<file path="src/pkg/pmt_pkg.sv">
// constants for the power-management timer and sci status block
// Notes on behaviour
// - a 24-bit count advances once per 3.579545 MHz period in the working state
// - host bus reset or standby power-on reset clears the count, then counting resumes
// - count halts while the 14.31818 MHz reference stops, resumes from held value
// - any change of count bit 23 sets the rollover flag
// - with rollover sci enable set, the rollover flag also raises an sci
// - second timer byte reads count bits 15 to 8; writes do nothing
// - timer byte at offset a reads count bits 23 to 16, read-only
// - timer byte at offset b is reserved, read-only, holds no count bits
// - reading the lowest timer byte latches the two upper bytes coherently
// - status a at offset 0 mirrors eight sources read-only, cleared at source
// - status b at offset 1 mirrors mouse, keyboard, kbc port, mgmt bus read-only
// - status b bit 2 set by any infrared edge after the mux; write one clears
// - status b bit 3 set when button delay starts; write one clears
// - standby power-on reset clears status b bits 2 and 3
// - status b bits 6 and 7 always read zero
// - enable registers a and b select sources onto group sci; sci_irq_route_en routes it to irq pin
package pmt_pkg;
    localparam int          COUNT_W        = 24;
    localparam int          BYTE_W         = 8;
    localparam int          ADDR_W         = 4;
    // ***************************
    // timer rates
    // ***************************
    localparam int          REF_CLK_HZ     = 14318180;
    localparam int          PM_CLK_HZ      = 3579545;
    localparam int          REF_DIV        = REF_CLK_HZ / PM_CLK_HZ;
    localparam int          REF_DIV_W      = 2;
    // ***************************
    // power-management block offsets
    // ***************************
    localparam logic [3:0]  PM_CNT_LOW     = 4'h8;
    localparam logic [3:0]  PM_CNT_MID     = 4'h9;
    localparam logic [3:0]  PM_CNT_UPPER   = 4'ha;
    localparam logic [3:0]  PM_CNT_SPARE   = 4'hb;
    // ***************************
    // misc block offsets
    // ***************************
    localparam logic [3:0]  SCI_STS_A      = 4'h0;
    localparam logic [3:0]  SCI_STS_B      = 4'h1;
    localparam logic [3:0]  SCI_EN_A       = 4'h2;
    localparam logic [3:0]  SCI_EN_B       = 4'h3;
    // ***************************
    // status b fields
    // ***************************
    localparam int          STB_MOUSE      = 0;
    localparam int          STB_KBD        = 1;
    localparam int          STB_IR         = 2;
    localparam int          STB_BTN        = 3;
    localparam int          STB_KBC        = 4;
    localparam int          STB_MGMT       = 5;
    localparam logic [7:0]  STB_RO_MASK    = 8'h33;
    localparam logic [7:0]  STB_W1C_MASK   = 8'h0c;
    localparam logic [7:0]  EN_B_MASK      = 8'h3f;
    localparam logic [7:0]  BYTE_ZERO      = 8'h00;
    localparam logic [23:0] COUNT_RESET    = 24'h000000;
endpackage

</file>
<file path="src/rtl/pmt_sync.sv">
// two-stage synchroniser with edge detect on the settled stage
`timescale 1ns/100ps
`default_nettype none
module pmt_sync #(
    parameter int WIDTH = 1
) (
    input  wire logic             core_clk,
    input  wire logic             reset_n,
    input  wire logic [WIDTH-1:0] async_in,
    output logic      [WIDTH-1:0] sync_out,
    output logic      [WIDTH-1:0] rise_out,
    output logic      [WIDTH-1:0] toggle_out
);
    logic [WIDTH-1:0] meta_ff;
    logic [WIDTH-1:0] sync_ff;
    logic [WIDTH-1:0] prev_ff;
    logic [2:0]       arm_ff;

    initial begin
        if (WIDTH < 1) begin
            $error("pmt_sync width must be at least one");
        end
    end

    always_ff @(posedge core_clk or negedge reset_n) begin
        if (!reset_n) begin
            meta_ff <= '0;
            sync_ff <= '0;
            prev_ff <= '0;
            arm_ff  <= '0;
        end else begin
            meta_ff <= async_in;
            sync_ff <= meta_ff;
            prev_ff <= sync_ff;
            arm_ff  <= {arm_ff[1:0], 1'b1};
        end
    end

    // edges masked for three cycles after reset, until prev_ff also holds the pin, so reset makes no false edge
    assign sync_out   = sync_ff;
    assign rise_out   = sync_ff & ~prev_ff & {WIDTH{arm_ff[2]}};
    assign toggle_out = (sync_ff ^ prev_ff) & {WIDTH{arm_ff[2]}};
endmodule
`default_nettype wire

</file>
<file path="src/rtl/pmt_timer_sci.sv">
// power-management timer read-out and sci status gathering
`timescale 1ns/100ps
`default_nettype none
module pmt_timer_sci #(
    parameter int CNT_W = pmt_pkg::COUNT_W
) (
    input  wire logic                        core_clk,
    input  wire logic                        reset_n,
    input  wire logic                        host_bus_reset,
    input  wire logic                        ref_clk_in,
    input  wire logic                        sys_working,
    input  wire logic                        pm_blk_sel,
    input  wire logic                        misc_block_base_sel,
    input  wire logic [pmt_pkg::ADDR_W-1:0]  io_addr,
    input  wire logic                        io_rd,
    input  wire logic                        io_wr,
    input  wire logic [pmt_pkg::BYTE_W-1:0]  io_wdata,
    output logic      [pmt_pkg::BYTE_W-1:0]  io_rdata,
    input  wire logic                        pm_rollover_sci_enable,
    input  wire logic                        pm_rollover_clear,
    output logic                             pm_rollover_flag,
    output logic                             pm_rollover_sci,
    input  wire logic                        disk_port_irq_status,
    input  wire logic                        printer_port_irq_status,
    input  wire logic                        second_serial_irq_status,
    input  wire logic                        first_serial_irq_status,
    input  wire logic                        floppy_irq_status,
    input  wire logic                        group_two_irq_status,
    input  wire logic                        group_one_irq_status,
    input  wire logic                        watchdog_irq_status,
    input  wire logic                        mouse_irq_status,
    input  wire logic                        keyboard_irq_status,
    input  wire logic                        kbc_port_line_status,
    input  wire logic                        mgmt_bus_irq_status,
    input  wire logic                        infrared_receive_alt,
    input  wire logic                        general_pin_alt,
    input  wire logic                        ir_pin_select,
    input  wire logic                        button_delay_start,
    input  wire logic                        sci_irq_route_en,
    output logic                             sci_group_out,
    output logic                             sci_irq_out
);
    import pmt_pkg::*;

    initial begin
        if (CNT_W <= BYTE_W || CNT_W > COUNT_W) begin
            $error("count width must lie between 9 and 24");
        end
        if (REF_DIV != (1 << REF_DIV_W)) begin
            $error("reference divider does not fit its counter");
        end
    end

    // ***************************
    // input synchronisers
    // ***************************
    localparam int N_IN = 17;

    logic [N_IN-1:0] pin_raw;
    logic [N_IN-1:0] pin_sync;
    logic [N_IN-1:0] pin_rise;
    logic [N_IN-1:0] pin_tgl;

    assign pin_raw = {general_pin_alt, infrared_receive_alt, ref_clk_in, sys_working,
                      host_bus_reset, mgmt_bus_irq_status, kbc_port_line_status,
                      keyboard_irq_status, mouse_irq_status, watchdog_irq_status,
                      group_one_irq_status, group_two_irq_status, floppy_irq_status,
                      first_serial_irq_status, second_serial_irq_status,
                      printer_port_irq_status, disk_port_irq_status};

    pmt_sync #(
        .WIDTH      (N_IN)
    ) u_sync (
        .core_clk   (core_clk),
        .reset_n    (reset_n),
        .async_in   (pin_raw),
        .sync_out   (pin_sync),
        .rise_out   (pin_rise),
        .toggle_out (pin_tgl)
    );

    wire logic [7:0] src_a       = pin_sync[7:0];
    wire logic       src_mouse   = pin_sync[8];
    wire logic       src_kbd     = pin_sync[9];
    wire logic       src_kbc     = pin_sync[10];
    wire logic       src_mgmt    = pin_sync[11];
    wire logic       cnt_clr     = pin_sync[12];
    wire logic       working     = pin_sync[13];
    wire logic       ref_rise    = pin_rise[14];
    wire logic       ir_edge     = ir_pin_select ? pin_tgl[16] : pin_tgl[15];

    // ***************************
    // reference divider
    // ***************************
    logic [REF_DIV_W-1:0] div_ff;
    logic [REF_DIV_W-1:0] nxt_div;
    logic                 pm_tick;

    assign pm_tick = ref_rise && (div_ff == REF_DIV_W'(REF_DIV - 1));
    assign nxt_div = ref_rise ? div_ff + REF_DIV_W'(1) : div_ff;

    always_ff @(posedge core_clk or negedge reset_n) begin
        if (!reset_n) begin
            div_ff <= '0;
        end else begin
            div_ff <= nxt_div;
        end
    end

    // ***************************
    // power-management count
    // ***************************
    logic [CNT_W-1:0] count_ff;
    logic [CNT_W-1:0] nxt_count;
    wire logic [COUNT_W-1:0] count_full = COUNT_W'(count_ff);
    assign nxt_count = cnt_clr              ? CNT_W'(COUNT_RESET) :
                       (pm_tick && working) ? count_ff + CNT_W'(1) :
                                              count_ff;

    always_ff @(posedge core_clk or negedge reset_n) begin
        if (!reset_n) begin
            count_ff <= CNT_W'(COUNT_RESET);
        end else begin
            count_ff <= nxt_count;
        end
    end

    // ***************************
    // rollover flag
    // ***************************
    logic flag_ff;
    logic msb_change;

    assign msb_change = nxt_count[CNT_W-1] != count_ff[CNT_W-1];

    always_ff @(posedge core_clk or negedge reset_n) begin
        if (!reset_n) begin
            flag_ff <= 1'b0;
        end else if (msb_change) begin
            flag_ff <= 1'b1;
        end else if (pm_rollover_clear) begin
            flag_ff <= 1'b0;
        end
    end

    assign pm_rollover_flag = flag_ff;
    assign pm_rollover_sci  = flag_ff && pm_rollover_sci_enable;

    // ***************************
    // register decode
    // ***************************
    wire logic rd_cnt_low  = io_rd && pm_blk_sel && (io_addr == PM_CNT_LOW);
    wire logic rd_cnt_mid  = io_rd && pm_blk_sel && (io_addr == PM_CNT_MID);
    wire logic rd_cnt_up   = io_rd && pm_blk_sel && (io_addr == PM_CNT_UPPER);
    wire logic rd_cnt_sp   = io_rd && pm_blk_sel && (io_addr == PM_CNT_SPARE);
    wire logic rd_sts_a    = io_rd && misc_block_base_sel && (io_addr == SCI_STS_A);
    wire logic rd_sts_b    = io_rd && misc_block_base_sel && (io_addr == SCI_STS_B);
    wire logic rd_en_a     = io_rd && misc_block_base_sel && (io_addr == SCI_EN_A);
    wire logic rd_en_b     = io_rd && misc_block_base_sel && (io_addr == SCI_EN_B);
    wire logic wr_sts_b    = io_wr && misc_block_base_sel && (io_addr == SCI_STS_B);
    wire logic wr_en_a     = io_wr && misc_block_base_sel && (io_addr == SCI_EN_A);
    wire logic wr_en_b     = io_wr && misc_block_base_sel && (io_addr == SCI_EN_B);

    // ***************************
    // upper byte latch
    // ***************************
    logic [BYTE_W-1:0] mid_latch_ff;
    logic [BYTE_W-1:0] up_latch_ff;

    always_ff @(posedge core_clk or negedge reset_n) begin
        if (!reset_n) begin
            mid_latch_ff <= BYTE_ZERO;
            up_latch_ff  <= BYTE_ZERO;
        end else if (rd_cnt_low) begin
            mid_latch_ff <= count_full[15:8];
            up_latch_ff  <= count_full[23:16];
        end
    end

    // ***************************
    // status b sticky bits and enables
    // ***************************
    logic ir_sts_ff;
    logic btn_sts_ff;
    logic [BYTE_W-1:0] en_a_ff;
    logic [BYTE_W-1:0] en_b_ff;

    always_ff @(posedge core_clk or negedge reset_n) begin
        if (!reset_n) begin
            ir_sts_ff  <= 1'b0;
            btn_sts_ff <= 1'b0;
        end else begin
            if (ir_edge) begin
                ir_sts_ff <= 1'b1;
            end else if (wr_sts_b && io_wdata[STB_IR]) begin
                ir_sts_ff <= 1'b0;
            end
            if (button_delay_start) begin
                btn_sts_ff <= 1'b1;
            end else if (wr_sts_b && io_wdata[STB_BTN]) begin
                btn_sts_ff <= 1'b0;
            end
        end
    end

    always_ff @(posedge core_clk or negedge reset_n) begin
        if (!reset_n) begin
            en_a_ff <= BYTE_ZERO;
            en_b_ff <= BYTE_ZERO;
        end else begin
            if (wr_en_a) begin
                en_a_ff <= io_wdata;
            end
            if (wr_en_b) begin
                en_b_ff <= io_wdata & EN_B_MASK;
            end
        end
    end

    logic [BYTE_W-1:0] sts_b;

    always_comb begin
        sts_b           = BYTE_ZERO;
        sts_b[STB_MOUSE] = src_mouse;
        sts_b[STB_KBD]   = src_kbd;
        sts_b[STB_IR]    = ir_sts_ff;
        sts_b[STB_BTN]   = btn_sts_ff;
        sts_b[STB_KBC]   = src_kbc;
        sts_b[STB_MGMT]  = src_mgmt;
    end

    // ***************************
    // group sci
    // ***************************
    wire logic grp_any = |(src_a & en_a_ff) || |(sts_b & en_b_ff);

    assign sci_group_out = grp_any;
    assign sci_irq_out   = grp_any && sci_irq_route_en;

    // ***************************
    // read data
    // ***************************
    logic [BYTE_W-1:0] rdata_ff;
    logic [BYTE_W-1:0] nxt_rdata;

    assign nxt_rdata = rd_cnt_low ? count_ff[7:0] :
                       rd_cnt_mid ? mid_latch_ff :
                       rd_cnt_up  ? up_latch_ff :
                       rd_cnt_sp  ? BYTE_ZERO :
                       rd_sts_a   ? src_a :
                       rd_sts_b   ? sts_b :
                       rd_en_a    ? en_a_ff :
                       rd_en_b    ? en_b_ff :
                                    BYTE_ZERO;

    always_ff @(posedge core_clk or negedge reset_n) begin
        if (!reset_n) begin
            rdata_ff <= BYTE_ZERO;
        end else if (io_rd) begin
            rdata_ff <= nxt_rdata;
        end
    end

    assign io_rdata = rdata_ff;

    // ***************************
    // assertions
    // ***************************
    property p_count_step;
        @(posedge core_clk) disable iff (!reset_n)
        (pm_tick && working && !cnt_clr) |=> (count_ff == $past(count_ff) + CNT_W'(1));
    endproperty
    a_count_step: assert property (p_count_step) else $error("count did not advance");

    property p_count_clear;
        @(posedge core_clk) disable iff (!reset_n)
        cnt_clr |=> (count_ff == COUNT_RESET);
    endproperty
    a_count_clear: assert property (p_count_clear) else $error("count not cleared");

    property p_count_hold;
        @(posedge core_clk) disable iff (!reset_n)
        (!ref_rise && !cnt_clr) |=> $stable(count_ff);
    endproperty
    a_count_hold: assert property (p_count_hold) else $error("count moved without ref");

    property p_roll_set;
        @(posedge core_clk) disable iff (!reset_n)
        (count_ff[CNT_W-1] != $past(count_ff[CNT_W-1])) |-> flag_ff;
    endproperty
    a_roll_set: assert property (p_roll_set) else $error("rollover flag not set");

    property p_roll_sci;
        @(posedge core_clk) disable iff (!reset_n)
        pm_rollover_sci == (pm_rollover_flag && pm_rollover_sci_enable);
    endproperty
    a_roll_sci: assert property (p_roll_sci) else $error("timer sci mismatch");

    property p_rd_mid;
        @(posedge core_clk) disable iff (!reset_n)
        rd_cnt_low ##2 rd_cnt_mid |=> (io_rdata == $past(count_full[15:8], 3));
    endproperty
    a_rd_mid: assert property (p_rd_mid) else $error("middle byte not coherent");

    property p_rd_up;
        @(posedge core_clk) disable iff (!reset_n)
        rd_cnt_low ##2 rd_cnt_up |=> (io_rdata == $past(count_full[23:16], 3));
    endproperty
    a_rd_up: assert property (p_rd_up) else $error("upper byte not coherent");

    property p_rd_spare;
        @(posedge core_clk) disable iff (!reset_n)
        rd_cnt_sp |=> (io_rdata == BYTE_ZERO);
    endproperty
    a_rd_spare: assert property (p_rd_spare) else $error("spare byte not zero");

    property p_latch;
        @(posedge core_clk) disable iff (!reset_n)
        rd_cnt_low |=> (up_latch_ff == $past(count_full[23:16])) &&
                       (mid_latch_ff == $past(count_full[15:8]));
    endproperty
    a_latch: assert property (p_latch) else $error("upper bytes not latched");

    property p_sts_a;
        @(posedge core_clk) disable iff (!reset_n)
        rd_sts_a |=> (io_rdata == $past(src_a));
    endproperty
    a_sts_a: assert property (p_sts_a) else $error("status a mismatch");

    property p_sts_b_src;
        @(posedge core_clk) disable iff (!reset_n)
        rd_sts_b |=> ((io_rdata & STB_RO_MASK) == ($past(sts_b) & STB_RO_MASK));
    endproperty
    a_sts_b_src: assert property (p_sts_b_src) else $error("status b mirror wrong");

    property p_ir_clear;
        @(posedge core_clk) disable iff (!reset_n)
        (wr_sts_b && io_wdata[STB_IR] && !ir_edge) |=> !ir_sts_ff;
    endproperty
    a_ir_clear: assert property (p_ir_clear) else $error("ir status not cleared");

    property p_ir_set;
        @(posedge core_clk) disable iff (!reset_n)
        ir_edge |=> ir_sts_ff;
    endproperty
    a_ir_set: assert property (p_ir_set) else $error("ir status not set");

    property p_btn_set;
        @(posedge core_clk) disable iff (!reset_n)
        button_delay_start |=> btn_sts_ff ##1 (btn_sts_ff || $past(wr_sts_b));
    endproperty
    a_btn_set: assert property (p_btn_set) else $error("button status not set");

    property p_rsvd;
        @(posedge core_clk) disable iff (!reset_n)
        rd_sts_b |=> (io_rdata[7:6] == 2'h0);
    endproperty
    a_rsvd: assert property (p_rsvd) else $error("reserved bits not zero");

    property p_irq_route;
        @(posedge core_clk) disable iff (!reset_n)
        !sci_irq_route_en |-> !sci_irq_out;
    endproperty
    a_irq_route: assert property (p_irq_route) else $error("irq routed while off");

    property p_group;
        @(posedge core_clk) disable iff (!reset_n)
        (en_a_ff == BYTE_ZERO && en_b_ff == BYTE_ZERO) |-> !sci_group_out;
    endproperty
    a_group: assert property (p_group) else $error("group sci without enable");
endmodule
`default_nettype wire

</file>
<file path="config.mk">
export PLATFORM = sky130hd
export DESIGN_NAME = pmt_timer_sci
export DESIGN_NICKNAME = d
export VERILOG_FILES = /design/src/pkg/pmt_pkg.sv /design/src/rtl/pmt_sync.sv /design/src/rtl/pmt_timer_sci.sv
export SDC_FILE = /design/constraint.sdc
export NUM_CORES = 1
export LEC_CHECK = 0
export ABC_CLOCK_PERIOD_IN_PS = 2600
export BUFFER_PORTS_ARGS = -buffer_cell sky130_fd_sc_hd__buf_2
export CORE_ASPECT_RATIO = 0.8
export CORE_MARGIN = 3
export CORE_UTILIZATION = 58
export DETAILED_ROUTE_END_ITERATION = 8
export GPL_TIMING_DRIVEN = 0
export PLACE_DENSITY = 0.79
export SETUP_SLACK_MARGIN = 0.05
export SLEW_MARGIN = 40
export SYNTH_ARGS = -nofsm -noshare
export SYNTH_HDL_FRONTEND = slang
export SYNTH_SLANG_ARGS = --single-unit
</file>
<file path="constraint.sdc">
create_clock -name core_clk -period 2.6 [get_ports core_clk]
set_clock_uncertainty 0.1 [all_clocks]
set_input_delay 0.65 -clock core_clk [delete_from_list [all_inputs] [get_ports core_clk]]
set_output_delay 0.65 -clock core_clk [all_outputs]
set_load 0.02 [all_outputs]
</file>
* Word level (Yosys, flattened, before mapping)
Index checks and enable logic that the tools add are counted.
** Word-level totals
- Register bits after elaboration :: 121
- Input port bits :: 40
- Word-level logic and storage cells :: 78
** Operators by class
- $add $sub $neg :: 2
- Equality and inequality tests :: 9
- Mux-type cells :: 17
- Bitwise gates (word level) :: 7
- Reductions and logical operators :: 28
** Operators with widths (count)
- 8-bit two-way mux :: 7
- 24-bit two-way mux :: 2
- 15-bit bitwise AND :: 2
- 24-bit by 1-bit adder with 24-bit output, second input constant :: 1
- 1-bit logical AND :: 20
- 17-bit bitwise AND :: 1
- 17-bit bitwise XOR :: 1
- 4-bit equality test, second input constant :: 4
- 8-bit OR reduction :: 2
- 15-bit inverter :: 1
- 8-bit bitwise AND :: 1
- 4-bit by 2-bit equality test with 1-bit output, second input constant :: 2
- 2-bit nonzero test :: 4
- 1-bit two-way mux :: 7
- 6-bit bitwise AND :: 1
- 6-bit two-way mux :: 1
- 4-bit by 1-bit equality test with 1-bit output, second input constant :: 1
- 4-bit zero test :: 1
- 2-bit by 1-bit adder with 2-bit output, second input constant :: 1
- 2-bit equality test, second input constant :: 1
- 1-bit logical OR :: 1
- 1-bit inequality test :: 1

* Longest topological paths before layout
- Depth after elaboration :: 10
- Mapped depth :: 6
- Depth with buffers taken out :: 5

* By module
A second synthesis with hierarchy kept.
** Second synthesis, totals
- Cell total of the unflattened synthesis :: 427
- Area, all modules :: 5221.3 µm²
** By module, submodules not included
- pmt_timer_sci :: instances 1, cells each 301, area each 3345.7 µm², seq. area each 1676.6 µm²
- pmt_sync :: instances 1, cells each 126, area each 1875.5 µm², seq. area each 1351.3 µm²

* Worst setup path before layout
OpenSTA, ideal clock, no wires.
- Kind :: input -> register
- Start :: in io_rd
- End :: reg mid_latch_ff[6]
- Library setup time :: 0.125 ns
- Data arrival time :: 1.941 ns
- Required time :: 2.375 ns
- Setup slack :: 0.434 ns
- Stages :: 5
- Cell sequence :: clkbuf_1 nand4b_1 nor3_1 buf_2 mux2_2
** Between the ends
- Word-level cells in the longest chain between the ends :: 2
** Ends and longest elaborated chain
- from (decl) :: line pmt_timer_sci.sv:15 : input wire logic io_rd,
- 1-bit logical AND (2 in series) :: line pmt_timer_sci.sv:152 : wire logic rd_cnt_low = io_rd && pm_blk_sel && (io_addr == PM_CNT_LOW);
- to (signal assigned) :: line pmt_timer_sci.sv:175 : mid_latch_ff <= count_full[15:8];
- to (decl) :: line pmt_timer_sci.sv:167 : logic [BYTE_W-1:0] mid_latch_ff;
No other way between the ends.
A chain may end at the register's enable or synchronous reset.

* Worst setup path after layout
- Start :: reg en_a_ff[4]
- End :: out sci_irq_out
** Between the ends
- Word-level cells in the longest chain between the ends :: 4
** Ends and longest elaborated chain
- from (decl) :: line pmt_timer_sci.sv:185 : logic [BYTE_W-1:0] en_a_ff;
- from (signal assigned) :: line pmt_timer_sci.sv:212 : en_a_ff <= io_wdata;
- 8-bit bitwise AND :: line pmt_timer_sci.sv:235 : wire logic grp_any = |(src_a & en_a_ff) || |(sts_b & en_b_ff);
- 8-bit OR reduction :: line pmt_timer_sci.sv:235
- 1-bit logical OR :: line pmt_timer_sci.sv:235
- 1-bit logical AND :: line pmt_timer_sci.sv:238 : assign sci_irq_out = grp_any && sci_irq_route_en;
- to (decl) :: line pmt_timer_sci.sv:41 : output logic sci_irq_out
No other way between the ends.

==> impl_metrics.toml <==
[pwr]
power.leakage_nw = 2.27
power_density_nw_per_um2 = 625
ir_drop_mv = 0.474
power.total_mw = 3.17

[floorplanning]
die_h_um = 84.5
ios = 52
dieArea_um2 = 8800
core_um2 = 7160
initial_core_util_pct = 62.4
die_x_um = 104
rows = 27

[sta]
slew_violations = 0
rsz0062_at_grt = "false"
hold-worst-slack_ps = 31.3
slew_headroom_pct = 61.6
worst_slew_pin_slew_ps = 576
period_needed_ps = 2380
finalCritPeriodShare_pct = 91.6
final_hold_viol_count = 0
max_freq_ghz = 0.420
setup_viol = 0

[layout]
areaGrowthSynthToFinish_pct = 13.6
antenna_cells = 0
final_cells = 523
stdcell_area_um2 = 5080
fin_util_pct = 70.9
finalNetCount = 459
nFillCells = 534
drive_gt1_share_pct = 27.5

[clock_network]
cts_resized = 0
cts_root_buffer = "clkbuf_8"
htreeDepth = 3
cts_setup_buffers = 0
cts_made_buffers = 9
clk_pin_slew_ps = 100
insertion_delay_ps = 380
cts_tree = "yes"
postCtsHoldBufs = 0
cts_buffer_depth = 2
cts.sinks = 107

[detailed_routing]
dr_total_vias = 3082
antenna_left = 0
drt_iter0_markers = 212
drc = 0
viasPerCell = 5.89
wl_per_cell_um = 17.6
wl_mm = 9.23
firstDrtPassIters = 4

[logic_synthesis]
ys.flop_type = "dfrtp_1"
synth-edff-count = 0
synthDistinctLibCells = 48
netlist_area_um2 = 4470
synth-seq-cells = 107
ys_seq_area_share_pct = 59.9
synth_area_leaders = "dfrtp_1 60%, mux2_2 7.3%, mux4_2 3.0%"
syn_nets = 397
post_synth.cell_area_avg_um2 = 12.6
synthCells = 355
yosys_warnings = 0
synth.top_cell.area_share_pct = 59.9
synthArstFlopShare_pct = 100
synth_top_area_cell = "dfrtp_1"

[placed_design]
portBuffers = 50
place_area_um2 = 4880
place.gp.congestion = 0.926
dpl.hpwl_mm = 6.70
dp.cells = 507

[global_routing]
grt_pass1_wl_mm = 15.7
grt_overflow = 0
grt_max_degree = 70
grt_pass1_vias = 3124
grt_use_total_pct = 22.6
antenna_found_initial = 0

[critical_path]
startpoint_type = "register"
crit_type = "register to primary output"
crit_required_ps = 1850
critPathCaptureType = "primary output"
worst-path-max-fanout = 3
arrival_ps = 1630

[outcome]
status = "finished clean"

[run]
max_cap_violations = 0

[worst_hold_path]
min_path_type = "input pin to async pin"
## cells by family after synthesis
family	count (synthesis)	synth area share (%)
other	1	0.0839
AND/OR/NAND/NOR	100	13.3
buffers and inverters	29	2.55
multiplexers	39	11.3
adder cells (fa/ha/maj)	2	0.560
flip-flops	107	59.9
AO/OA/AOI/OAI	66	10.2
XOR/XNOR	11	2.15
## synth_stat cells, types with 6 or more instances
master	count
a21oi_1	14
a221o_1	6
a22oi_1	9
clkbuf_1	13
dfrtp_1	107
inv_1	9
mux2_2	29
mux4_2	6
nand2_1	21
nand3_1	7
nand4_1	8
nor2_1	15
nor2b_1	7
o21ai_0	14
o31ai_1	9
or4_1	9
xor2_1	6
## metrics by stage
step	setup TNS, ps	worst slack (ps)
6_report	0	219
5_1_grt	0	85.7
4_1_cts	0	203
3_5_place_dp	0	106
3_3_place_gp	-37430	-357
2_1_floorplan	0	434
## cells in the final DEF, fill, tap and decap left out, drive strengths merged, types with 7 or more instances in the layout
master,n
dfrtp,107
o31ai,9
nand3,8
inv,12
nand4,8
or4,10
clkbuf,22
nand2,21
nor2,15
a22oi,9
a21oi,14
nor2b,7
buf,58
mux2,30
o21ai,14
## worst max-delay path, cell delays in order (launching register included)
cell and delay, ps:
dfrtp_1 400, a22oi_1 220, and4_1 210, nand4_1 90, and2_1 180, buf_2 150
## metal layers
layer | track usage (%) | up-vias | wire length (um)
met1 | 32.2 | 1533 | 4290
met3 | 7.38 | 12 | 578
met2 | 34.5 | 107 | 4250
li1 | - | 1430 | -
met5 | 0 | - | 0
met4 | 4.95 | 0 | 107
## power by group
group	leakage [nW]	switching, mW	internal, mW
Sequential	1.35	0.0734	1.78
Clock	0.0951	0.606	0.373
Combinational	0.823	0.176	0.164
Total	2.27	0.855	2.32
## area by class of cell
type | instances | area [um2] | area share [%]
buffer | 20 | 80.1 | 1.58
clock buffer | 9 | 124 | 2.44
clock inverter | 7 | 70.1 | 1.38
inverter | 9 | 33.8 | 0.665
multi-input combinational | 219 | 1680 | 33.1
sequential | 107 | 2680 | 52.7
tap | 101 | 126 | 2.49
timing repair buffer | 51 | 288 | 5.67
## flip-flops by register name (all words and copies together), names as in the netlist
register          flops
ir_sts_ff             1
u_sync.arm_ff         3
div_ff                2
u_sync.prev_ff        3
count_ff             24
mid_latch_ff          8
u_sync.sync_out      17
pm_rollover_flag      1
u_sync.meta_ff       17
en_a_ff               8
up_latch_ff           8
btn_sts_ff            1
io_rdata              8
en_b_ff               6
## final timing paths
kind                              startpoint  depth (start not counted)                  to  slack [ps]
setup reg to reg                   div_ff[0]                          5        count_ff[23]         370
min in group core_clk      u_sync.meta_ff[7]                          0  u_sync.sync_out[7]         260
max in group asynchronous            reset_n                          2          en_a_ff[0]        1760
setup / recovery                  en_a_ff[4]                          5         sci_irq_out         220
hold reg to reg            u_sync.meta_ff[7]                          0  u_sync.sync_out[7]         260
hold / removal                       reset_n                          1         io_rdata[4]          30
No activity file was read; power rests on OpenSTA's default activity.
